--- config.mk ---
export PLATFORM = sky130hd
export DESIGN_NAME = cpu_interrupt_enable_masks
export DESIGN_NICKNAME = d
export VERILOG_FILES = /design/src/hw/mask_register.v /design/src/hw/cpu_interrupt_enable_masks.v
export VERILOG_INCLUDE_DIRS = /design/src /design/src/hw
export SDC_FILE = /design/constraint.sdc
export NUM_CORES = 1
export LEC_CHECK = 0
export ABC_AREA = 0
export BUFFER_PORTS_ARGS = -buffer_cell sky130_fd_sc_hd__buf_2
export CORE_MARGIN = 4
export CORE_UTILIZATION = 48
export CTS_CLUSTER_SIZE = 24
export DETAILED_ROUTE_END_ITERATION = 6
export PLACE_DENSITY_LB_ADDON = 0.25
export SETUP_SLACK_MARGIN = 0.1
export SKIP_LAST_GASP = 1
export SYNTH_ARGS = -nofsm -noshare
export SYNTH_HDL_FRONTEND = slang
export SYNTH_SLANG_ARGS = --single-unit
--- constraint.sdc ---
create_clock -name clock -period 1.28 [get_ports clock]
set_input_delay 0.128 -clock clock [delete_from_list [all_inputs] [get_ports clock]]
set_output_delay 0.128 -clock clock [all_outputs]
set_load 0.005 [all_outputs]
--- src/hw/irq_enable_map.vh ---
// constants for the cpu interrupt enable masks
`ifndef IRQ_ENABLE_MAP_VH
`define IRQ_ENABLE_MAP_VH
`define MASK_WIDTH          16
`define BIT_REALTIME_OS     15
`define BIT_DATA_LOGGING    14
`define BIT_LEVEL_TOP       13
`define BIT_LEVEL_THIRTEEN  12
`define BIT_LEVEL_TWELVE    11
`define BIT_LEVEL_ELEVEN    10
`define BIT_LEVEL_TEN       9
`define BIT_LEVEL_NINE      8
`define BIT_LEVEL_EIGHT     7
`define BIT_LEVEL_SEVEN     6
`define BIT_LEVEL_SIX       5
`define BIT_LEVEL_FIVE      4
`define BIT_LEVEL_FOUR      3
`define BIT_LEVEL_THREE     2
`define BIT_LEVEL_TWO       1
`define BIT_LEVEL_ONE       0
`define IEM_RESET           16'h0000
`define DIEM_RESET          16'h0000
`endif

--- src/hw/mask_register.v ---
// one 16-bit enable mask with full write, or-set, and-clear and hardware clear
`include "irq_enable_map.vh"
module mask_register #(
    parameter WIDTH               = `MASK_WIDTH,
    parameter [WIDTH-1:0] RST_VAL = `IEM_RESET
) (
    // clock and reset
    input  wire             clock,
    input  wire             resetn,
    // software access
    input  wire             wr_en,
    input  wire [WIDTH-1:0] wr_data,
    input  wire             or_en,
    input  wire             and_en,
    input  wire [WIDTH-1:0] op_data,
    // hardware clear
    input  wire [WIDTH-1:0] hw_clear,
    // current value
    output wire [WIDTH-1:0] value
);
    reg  [WIDTH-1:0] mask_ff;
    reg  [WIDTH-1:0] nxt_mask;

    // full write first, then or/and, hardware clear applied last so a
    // serviced line cannot stay enabled by a same-cycle software write
    always @* begin
        nxt_mask = mask_ff;
        if (wr_en) begin
            nxt_mask = wr_data;
        end else if (or_en) begin
            nxt_mask = mask_ff | op_data;
        end else if (and_en) begin
            nxt_mask = mask_ff & op_data;
        end
        nxt_mask = nxt_mask & ~hw_clear;
    end

    always @(posedge clock or negedge resetn) begin
        if (!resetn) begin
            mask_ff <= RST_VAL;
        end else begin
            mask_ff <= nxt_mask;
        end
    end

    assign value = mask_ff;
endmodule // mask_register

--- src/hw/cpu_interrupt_enable_masks.v ---
// cpu interrupt enable masks and request qualification
//
// Functional notes
// - bit 15 of normal mask enables the realtime os interrupt.
// - bit 14 of normal mask enables the data logging interrupt.
// - normal mask bits 13..0 gate levels 14..1, bit n gates level n+1.
// - debug mask matters only while halted in realtime emulation mode.
// - halted in realtime mode, serve only lines enabled in both masks.
// - running in realtime mode, debug mask is ignored completely.
// - debug mask is read/write; 1 enables, 0 disables, reads return state.
// - debug mask resets to all zeros.
// - debug mask uses the same bit layout as the normal mask.
// - normal mask resets to all zeros.
// - acknowledge only enabled, pending lines with global mask clear.
// - servicing or software interrupt clears the enable bit; trap does not.
`include "irq_enable_map.vh"
module cpu_interrupt_enable_masks #(
    parameter LINES = `MASK_WIDTH
) (
    // clock and reset
    input  wire             clock,
    input  wire             resetn,
    // normal enable mask access from the cpu
    input  wire             iem_write,
    input  wire             iem_or,
    input  wire             iem_and,
    input  wire [LINES-1:0] iem_wdata,
    output reg  [LINES-1:0] iem_rdata,
    // debug enable mask access: stack pop writes, stack push reads
    input  wire             diem_pop,
    input  wire [LINES-1:0] diem_pop_data,
    output reg  [LINES-1:0] diem_push_data,
    // pending flags and cpu state
    input  wire [LINES-1:0] interrupt_pending_flags,
    input  wire             global_interrupt_mask,
    input  wire             rt_halted,
    // acknowledge events from the cpu
    input  wire             service_valid,
    input  wire [3:0]       service_line,
    input  wire             service_is_trap,
    // qualified requests
    output reg  [LINES-1:0] request_lines,
    output reg              request_any
);
    wire [LINES-1:0] interrupt_enable_mask;
    wire [LINES-1:0] debug_interrupt_enable_mask;
    wire [LINES-1:0] serviced_clear;
    wire [LINES-1:0] qualified;
    wire [LINES-1:0] onehot;

    // named views of the normal mask fields, one wire per interrupt
    wire             realtime_os_irq_enable;
    wire             data_logging_irq_enable;
    wire             level_fourteen_enable;
    wire             level_thirteen_enable;
    wire             level_twelve_enable;
    wire             level_eleven_enable;
    wire             level_ten_enable;
    wire             level_nine_enable;
    wire             level_eight_enable;
    wire             level_seven_enable;
    wire             level_six_enable;
    wire             level_five_enable;
    wire             level_four_enable;
    wire             level_three_enable;
    wire             level_two_enable;
    wire             level_one_enable;
    // named views of the debug mask fields, same layout
    wire             debug_realtime_os_enable;
    wire             debug_data_logging_enable;
    wire             debug_level_fourteen_enable;
    wire             debug_level_thirteen_enable;
    wire             debug_level_twelve_enable;
    wire             debug_level_eleven_enable;
    wire             debug_level_ten_enable;
    wire             debug_level_nine_enable;
    wire             debug_level_eight_enable;
    wire             debug_level_seven_enable;
    wire             debug_level_six_enable;
    wire             debug_level_five_enable;
    wire             debug_level_four_enable;
    wire             debug_level_three_enable;
    wire             debug_level_two_enable;
    wire             debug_level_one_enable;
    // both masks rebuilt from their views, msb first
    wire [15:0]      normal_gate;
    wire [15:0]      debug_gate;

    // normal mask fields: os and logging on top, levels 14..1 below
    assign realtime_os_irq_enable  = interrupt_enable_mask[`BIT_REALTIME_OS];
    assign data_logging_irq_enable = interrupt_enable_mask[`BIT_DATA_LOGGING];
    assign level_fourteen_enable   = interrupt_enable_mask[`BIT_LEVEL_TOP];
    assign level_thirteen_enable   = interrupt_enable_mask[`BIT_LEVEL_THIRTEEN];
    assign level_twelve_enable     = interrupt_enable_mask[`BIT_LEVEL_TWELVE];
    assign level_eleven_enable     = interrupt_enable_mask[`BIT_LEVEL_ELEVEN];
    assign level_ten_enable        = interrupt_enable_mask[`BIT_LEVEL_TEN];
    assign level_nine_enable       = interrupt_enable_mask[`BIT_LEVEL_NINE];
    assign level_eight_enable      = interrupt_enable_mask[`BIT_LEVEL_EIGHT];
    assign level_seven_enable      = interrupt_enable_mask[`BIT_LEVEL_SEVEN];
    assign level_six_enable        = interrupt_enable_mask[`BIT_LEVEL_SIX];
    assign level_five_enable       = interrupt_enable_mask[`BIT_LEVEL_FIVE];
    assign level_four_enable       = interrupt_enable_mask[`BIT_LEVEL_FOUR];
    assign level_three_enable      = interrupt_enable_mask[`BIT_LEVEL_THREE];
    assign level_two_enable        = interrupt_enable_mask[`BIT_LEVEL_TWO];
    assign level_one_enable        = interrupt_enable_mask[`BIT_LEVEL_ONE];

    // debug mask fields share the layout bit for bit
    assign debug_realtime_os_enable    = debug_interrupt_enable_mask[`BIT_REALTIME_OS];
    assign debug_data_logging_enable   = debug_interrupt_enable_mask[`BIT_DATA_LOGGING];
    assign debug_level_fourteen_enable = debug_interrupt_enable_mask[`BIT_LEVEL_TOP];
    assign debug_level_thirteen_enable = debug_interrupt_enable_mask[`BIT_LEVEL_THIRTEEN];
    assign debug_level_twelve_enable   = debug_interrupt_enable_mask[`BIT_LEVEL_TWELVE];
    assign debug_level_eleven_enable   = debug_interrupt_enable_mask[`BIT_LEVEL_ELEVEN];
    assign debug_level_ten_enable      = debug_interrupt_enable_mask[`BIT_LEVEL_TEN];
    assign debug_level_nine_enable     = debug_interrupt_enable_mask[`BIT_LEVEL_NINE];
    assign debug_level_eight_enable    = debug_interrupt_enable_mask[`BIT_LEVEL_EIGHT];
    assign debug_level_seven_enable    = debug_interrupt_enable_mask[`BIT_LEVEL_SEVEN];
    assign debug_level_six_enable      = debug_interrupt_enable_mask[`BIT_LEVEL_SIX];
    assign debug_level_five_enable     = debug_interrupt_enable_mask[`BIT_LEVEL_FIVE];
    assign debug_level_four_enable     = debug_interrupt_enable_mask[`BIT_LEVEL_FOUR];
    assign debug_level_three_enable    = debug_interrupt_enable_mask[`BIT_LEVEL_THREE];
    assign debug_level_two_enable      = debug_interrupt_enable_mask[`BIT_LEVEL_TWO];
    assign debug_level_one_enable      = debug_interrupt_enable_mask[`BIT_LEVEL_ONE];

    // gate vectors in register order, so line n means mask bit n;
    // the layout is fixed at sixteen lines whatever LINES says
    assign normal_gate = {realtime_os_irq_enable, data_logging_irq_enable,
                          level_fourteen_enable, level_thirteen_enable,
                          level_twelve_enable, level_eleven_enable, level_ten_enable,
                          level_nine_enable, level_eight_enable, level_seven_enable,
                          level_six_enable, level_five_enable, level_four_enable,
                          level_three_enable, level_two_enable, level_one_enable};
    assign debug_gate  = {debug_realtime_os_enable, debug_data_logging_enable,
                          debug_level_fourteen_enable, debug_level_thirteen_enable,
                          debug_level_twelve_enable, debug_level_eleven_enable,
                          debug_level_ten_enable, debug_level_nine_enable,
                          debug_level_eight_enable, debug_level_seven_enable,
                          debug_level_six_enable, debug_level_five_enable,
                          debug_level_four_enable, debug_level_three_enable,
                          debug_level_two_enable, debug_level_one_enable};

    // hardware service and software interrupt clear their enable bit,
    // a trap leaves it alone and the service routine must clear it;
    // the clear wins over a software write of the same bit in one cycle
    assign onehot         = {{(LINES-1){1'b0}}, 1'b1} << service_line;
    assign serviced_clear = (service_valid && !service_is_trap) ? onehot
                                                                : {LINES{1'b0}};

    // normal enable mask, zero at reset
    mask_register #(
        .WIDTH   (LINES),
        .RST_VAL (`IEM_RESET)
    ) u_iem (
        .clock    (clock),
        .resetn   (resetn),
        .wr_en    (iem_write),
        .wr_data  (iem_wdata),
        .or_en    (iem_or),
        .and_en   (iem_and),
        .op_data  (iem_wdata),
        .hw_clear (serviced_clear),
        .value    (interrupt_enable_mask)
    );

    // debug enable mask, same layout, written only by a stack pop;
    // the choice of time-critical lines is software's alone, so no
    // hardware clear reaches it and a service leaves it untouched
    mask_register #(
        .WIDTH   (LINES),
        .RST_VAL (`DIEM_RESET)
    ) u_diem (
        .clock    (clock),
        .resetn   (resetn),
        .wr_en    (diem_pop),
        .wr_data  (diem_pop_data),
        .or_en    (1'b0),
        .and_en   (1'b0),
        .op_data  ({LINES{1'b0}}),
        .hw_clear ({LINES{1'b0}}),
        .value    (debug_interrupt_enable_mask)
    );

    // per-line qualification; the debug gate is held open while running,
    // so a stale debug mask can never starve a running cpu
    genvar g;
    generate
        for (g = 0; g < LINES; g = g + 1) begin : g_qualify
            wire debug_open;
            assign debug_open   = rt_halted ? debug_gate[g] : 1'b1;
            assign qualified[g] = interrupt_pending_flags[g] & normal_gate[g] &
                                  debug_open;
        end
    endgenerate

    // read copies lag the masks by one edge; a push samples the copy,
    // which keeps the mask flops off the cpu's read path
    always @(posedge clock or negedge resetn) begin
        if (!resetn) begin
            iem_rdata      <= `IEM_RESET;
            diem_push_data <= `DIEM_RESET;
        end else begin
            iem_rdata      <= interrupt_enable_mask;
            diem_push_data <= debug_interrupt_enable_mask;
        end
    end

    // requests: the lines ignore the global mask so the cpu can still
    // see what waits; only the summary waits on the global mask bit
    always @(posedge clock or negedge resetn) begin
        if (!resetn) begin
            request_lines  <= {LINES{1'b0}};
            request_any    <= 1'b0;
        end else begin
            request_lines  <= qualified;
            request_any    <= (|qualified) && !global_interrupt_mask;
        end
    end
endmodule // cpu_interrupt_enable_masks

==> out/qor.txt, run 1 <==
============================================================================
Skew final ....................................................    0.0108 ns
Fraction of layout cells with a size suffix above 1 ...........        45.5%
Type of the worst min-delay path .............................. input pin to register
Outcome ....................................................... finished clean
Post-Syn Area per Cell ........................................    12.3 um^2
Via count of the first global-routing pass ....................         2363
Required time of the critical path ............................      1.48 ns
Buffer and inverter count on the worst path ...................            0
Worst max-slew margin expressed relative to the limit .........        72.0%
Pin count of the biggest net entering global routing ..........           33
Commonest cells after routing, fill and taps aside ............ 109 x sky130_fd_sc_hd__buf_2, 81 x sky130_fd_sc_hd__dfrtp_1, 41 x sky130_fd_sc_hd__nand2_1
Die span in x .................................................      85.5 um
First-pass iteration count of the detailed router .............            4
Total detailed-routing wirelength .............................      7300 um
Sum Neg Setup Slack ...........................................         0 ns
Clock Pin Slew Worst Setup and Hold Paths .....................      0.09 ns
Number of synthesized register bits ...........................           81
Global placement routability congestion .......................        0.892
Antenna violations before repair ..............................            0
Most common library cell in the layout ignoring fill and taps . sky130_fd_sc_hd__buf_2
Gr ovfl total .................................................            0
Total number of placement rows ................................           27
Transition time of the tightest slew-check pin ................     0.419 ns
Crit path max-delay cell type ................................. sky130_fd_sc_hd__dfrtp_1
Shortest clock period the worst path allows after layout ......      1.16 ns
Wire length per cell after detailed routing ...................      16.4 um
I/O pin cnt ...................................................          111
Global-route wire length before repair ........................     11500 um
Area added between synthesis and finish .......................        36.5%
Max Cap Violations ............................................            0
Port Buffers ..................................................          110
Maximum level of the CTS H-tree ...............................            3
Routed length on met2 .........................................      3480 um
Later-pin clock latency in the skew report ....................      0.34 ns
Worst path top cell family by delay ........................... simple AND/OR/NAND/NOR gates
Endpoint kind of the worst setup timing path ..................     register
CTS Root Buffer Type .......................................... sky130_fd_sc_hd__clkbuf_8
Power density of the placed cells ............................. 1440 nW/um^2
Warning count from the yosys run ..............................            0
Antenna violation net count after detailed routing ............            0
Max-slew violation total from the final report ................            0
Number of remaining DRC errors ................................            0
Detailed Route Iter0 Violations ...............................          162
Diode insertion count for antenna repair ......................            0
Uppermost signal routing layer after detailed routing .........         met4
Crit share post-route .........................................        90.5%
Critical Path Max Stage Delay .................................      0.41 ns
Total Routing Usage GR ........................................        20.7%
Setup CP Type ................................................. register to register
Max clock buf depth ...........................................            2
Cell-by-cell listing of the critical path ..................... nand2_2, a21oi_2, nor4_2, a41oi_1
Number of nets at the end of the flow .........................          431
DPL Wire Length ...............................................      5330 um
Die boundary height ...........................................      85.5 um
Die area ......................................................    7310 um^2
Mapped Nets ...................................................          297
Core area .....................................................    5680 um^2
Clock tree from TritonCTS .....................................          yes
Synthesized cell area .........................................    2880 um^2
CTS Buf Count .................................................            9
RSZ-0062 raised after global routing ..........................         true
Metal3 WL .....................................................       573 um
Leakage power of the design ...................................   0.00197 uW
Routed length on met1 .........................................      3100 um
Category of the worst setup path launch point .................     register
Synth Instances ...............................................          235
Number of distinct library cells after synthesis ..............           27
Max rail drop VDD .............................................   0.000696 V
Fin. Hold Viols ...............................................            0
Highest clock frequency the design can meet ...................      863 MHz
Via count .....................................................         2297
Count of endpoints failing setup in the final report ..........            0
Drt via density ...............................................         5.15
Worst slack at placement ......................................    0.0510 ns
Part of the Yosys area used for sequential elements ...........        70.3%
Final worst setup slack .......................................     0.122 ns
Effective utilization at floorplan ............................        50.8%
Clock sinks ...................................................           81
Worst-path maximum fanout .....................................            3
Arr. time, crit path ..........................................      1.36 ns
============================================================================
==> sequential cells by signal, indices dropped and copies added, names as in the netlist <==
name            count
diem_push_data     16
iem_rdata          16
request_lines      16
u_diem.value       16
u_iem.value        16
request_any         1
==> per-layer routing <==
metal | up-vias | GRT usage (%)
li1 | 1076 | -
met1 | 1100 | 27.6
met3 | 15 | 5.86
met5 | - | 0
met4 | 0 | 7.34
met2 | 106 | 32.7
==> timing repair <==
action / 4_1_cts / 5_1_grt
endpoints found under the hold margin: 34 / 1
resized for setup: 1 / 8
endpoints found under the setup margin: 1 / 1
hold buffers: 6 / 1
pin swaps: 4 / 5
setup buffers: 0 / 4
==> worst register-to-register path, delay by kind of cell, from the launching register on <==
| kind | cells | cell delay, ns |
|---|---|---|
| AOI/OAI and AO/OA | 2 | 0.20 |
| DFF | 1 | 0.41 |
| and+or+nand+nor | 2 | 0.42 |
==> cell type report <==
class	instances	area [um^2]
clock buffer	9	124
clock inverter	7	95.1
fill	425	1740
inverter	19	71.3
multi-input combinational	129	764
sequential	81	2030
tap	72	90.1
timing repair buffer	129	763
==> worst paths after layout <==
check,startpoint,to,depth (start not counted),slack (ns)
max in group asynchronous,resetn,u_iem.value[13],3,0.53
worst max register to register,u_iem.value[9],request_any,4,0.12
worst min register to register,u_diem.value[0],diem_push_data[0],0,0.38
worst max-delay path,u_iem.value[9],request_any,4,0.12
min in group asynchronous,resetn,diem_push_data[12],2,0.25
worst min-delay path,diem_pop_data[12],u_diem.value[12],3,0.005
==> per-stage QoR <==
step / hold slack (ns) / instances / util, % / instance area (um^2) / power [uW]
after floorplan: -0.168 / 235 / - / 2880 / 3220
after global placement: 0.0887 / 419 / 63.2 / 3590 / 3630
after detailed placement: 0.0928 / 419 / 63.2 / 3590 / 3650
after CTS: 0.00128 / 441 / 68.3 / 3870 / 5650
after global routing: 0.00212 / 446 / 69.3 / 3940 / 5910
final: 0.00485 / 446 / 69.3 / 3940 / 5650
==> Yosys cell counts (all sizes together) <==
library cell | instances | area share, %
nand2 | 43 | 5.7
and3b | 1 | 0.30
a22oi | 9 | 2.3
and2 | 1 | 0.22
nor2b | 3 | 0.65
o21ai | 25 | 4.3
buf | 3 | 1.3
nor3b | 1 | 0.43
o22ai | 7 | 1.5
a221oi | 7 | 2.1
nor4 | 4 | 1.3
a21oi | 24 | 5.9
inv | 13 | 1.7
and3 | 1 | 0.22
clkbuf | 3 | 0.39
a41oi | 1 | 0.30
dfrtp | 81 | 70
clkinv | 6 | 0.78
nor2 | 2 | 0.26
==> power by group <==
group | internal (uW) | total, uW | switching [uW]
clock | 1100 | 2000 | 900
combinational | 351 | 751 | 400
sequential | 2790 | 2910 | 116
total | 4240 | 5650 | 1420
==> cell families after synthesis <==
family / Yosys count / synth area share [%]
flops: 81 / 70.3
buf+inv: 25 / 4.12
compound gates: 73 / 16.5
simple gates: 56 / 9.07
Power figures use the tool's default switching activity.
==> inputs of run 2 (changes only) <==
- PLACE_DENSITY: default -> 0.82
- PLACE_DENSITY_LB_ADDON: 0.25 -> default
==> run 2 against run 1 <==
Net effect: count of clock-buffer cells in the layout increased by 1; utilization is 0.66 points lower; wire length rose by 8.3%; cell area decreased by 0.95%; sequential share of layout area is 0.50 points higher; total power shrank 2.7%; global-route usage rose by 1.7 points; first-iteration DRC count increased by 1.2%; clock skew about the same; critical path type unchanged; critical endpoint unchanged; largest cell class unchanged.
==> out/qor.txt, run 2 (synthesis gave the netlist of run 1 again) <==
============================================================================
Outcome ....................................................... finished clean
Required time of the critical path ............................      1.50 ns
Worst-path maximum fanout .....................................            2
I/O pin cnt ...................................................          111
Crit path max-delay cell type ................................. sky130_fd_sc_hd__dfrtp_1
Clock tree from TritonCTS .....................................          yes
Leakage power of the design ...................................   0.00195 uW
Skew final ....................................................    0.0104 ns
Die span in x .................................................      85.5 um
Wire length per cell after detailed routing ...................      17.7 um
Drt via density ...............................................         5.34
Maximum level of the CTS H-tree ...............................            3
CTS Root Buffer Type .......................................... sky130_fd_sc_hd__clkbuf_8
Post-route cell area ..........................................    3900 um^2
Most common library cell in the layout ignoring fill and taps . sky130_fd_sc_hd__buf_2
Number of remaining DRC errors ................................            0
Fraction of layout cells with a size suffix above 1 ...........        44.1%
Transition time of the tightest slew-check pin ................     0.431 ns
Worst max-slew margin expressed relative to the limit .........        71.2%
Commonest cells after routing, fill and taps aside ............ 109 x sky130_fd_sc_hd__buf_2, 81 x sky130_fd_sc_hd__dfrtp_1, 42 x sky130_fd_sc_hd__nand2_1
Antenna violation net count after detailed routing ............            0
Via count .....................................................         2388
Fin. Hold Viols ...............................................            0
Clock Pin Slew Worst Setup and Hold Paths .....................      0.09 ns
Power density of the placed cells ............................. 1410 nW/um^2
Sum Neg Setup Slack ...........................................         0 ns
Category of the worst setup path launch point .................     register
Count of endpoints failing setup in the final report ..........            0
Effective utilization at floorplan ............................        50.8%
Total detailed-routing wirelength .............................      7910 um
Buffer and inverter count on the worst path ...................            1
Total number of placement rows ................................           27
Global placement routability congestion .......................        0.912
Die area ......................................................    7310 um^2
Critical Path Max Stage Delay .................................      0.38 ns
Via count of the first global-routing pass ....................         2446
Cell-by-cell listing of the critical path ..................... clkinv_1, a21oi_1, nor4_2, a41oi_1
Worst path top cell family by delay ...........................   flip-flops
Endpoint kind of the worst setup timing path ..................     register
Port Buffers ..................................................          110
DPL Wire Length ...............................................      5630 um
Max clock buf depth ...........................................            2
Clock sinks ...................................................           81
Pin count of the biggest net entering global routing ..........           41
Worst slack at placement ......................................    0.0829 ns
Type of the worst min-delay path .............................. input pin to register
Max Cap Violations ............................................            0
Fillers .......................................................          400
Instance area after placement .................................    3570 um^2
RSZ-0062 raised after global routing ..........................         true
Final worst setup slack .......................................     0.125 ns
Shortest clock period the worst path allows after layout ......      1.15 ns
First-pass iteration count of the detailed router .............            5
Global-route wire length before repair ........................     12500 um
Area added between synthesis and finish .......................        35.2%
Max-slew violation total from the final report ................            0
Later-pin clock latency in the skew report ....................      0.35 ns
CTS Buf Count .................................................            9
Max rail drop VDD .............................................   0.000696 V
Die boundary height ...........................................      85.5 um
Core area .....................................................    5680 um^2
Antenna violations before repair ..............................            1
Setup CP Type ................................................. register to register
Total Routing Usage GR ........................................        22.4%
Number of nets at the end of the flow .........................          431
Crit share post-route .........................................        90.2%
Highest clock frequency the design can meet ...................      866 MHz
Detailed Route Iter0 Violations ...............................          164
Arr. time, crit path ..........................................      1.37 ns
Gr ovfl total .................................................            0
============================================================================
## run 2: per-stage QoR
| step | util [%] | hold WS (ns) | power [uW] | std cells |
|---|---|---|---|---|
| finish | 68.7 | 0.00625 | 5500 | 447 |
| global route | 68.7 | 0.0144 | 5740 | 447 |
| CTS | 67.8 | 0.00206 | 5480 | 442 |
| detailed placement | 62.9 | 0.0782 | 3650 | 418 |
| global placement | 62.9 | 0.0723 | 3620 | 418 |
| floorplan | - | -0.168 | 3220 | 235 |
## run 2: path summary, 6_finish.rpt
check                             startpoint           endpoint  slack [ns]  cells after the start
setup reg to reg            u_diem.value[13]        request_any        0.13                      4
hold reg to reg              u_diem.value[3]  diem_push_data[3]        0.38                      0
hold / removal             diem_pop_data[14]   u_diem.value[14]       0.006                      3
max in group asynchronous             resetn   request_lines[7]        0.51                      3
min in group asynchronous             resetn    u_diem.value[9]        0.24                      2
setup / recovery            u_diem.value[13]        request_any        0.13                      4
## run 2: cell type report
| cell class | instances | area [um^2] | share of cell area (%) |
|---|---|---|---|
| Sequential cell | 81 | 2030 | 52.0 |
| Multi-Input combinational cell | 129 | 758 | 19.5 |
| Clock inverter | 6 | 67.6 | 1.73 |
| Timing Repair Buffer | 129 | 753 | 19.3 |
| Tap cell | 72 | 90.1 | 2.31 |
| Clock buffer | 10 | 128 | 3.27 |
| Antenna cell | 1 | 2.50 | 0.0642 |
| Inverter | 19 | 71.3 | 1.83 |
## run 2: tightest hold or removal path: cells and delay by family
family	cells	cell delay (ns)
buf+inv	1	0.08
compound gates	1	0.07
simple gates	1	0.04
## run 2: layer usage
| metal | global-route usage, % | wire length, um |
|---|---|---|
| met1 | 30.0 | 3280 |
| met2 | 35.1 | 3750 |
| met3 | 4.32 | 664 |
| met4 | 11.5 | 220 |
| met5 | 0 | 0 |
## run 2: what timing repair did
item / 4_1_cts / 5_1_grt
resized for setup: 1 / 5
setup endpoints to repair: 1 / 1
hold endpoints to repair: 35 / 0
setup buffers: 0 / 4
pin swaps: 0 / 3
hold buffers: 8 / 0
## run 2: power by group
part           switching (uW)  internal [uW]  total, uW  leakage, uW
sequential                122           2790       2910     0.000982
clock                     921            908       1830    0.0000929
combinational             415            346        761     0.000874
total                    1460           4040       5500      0.00195
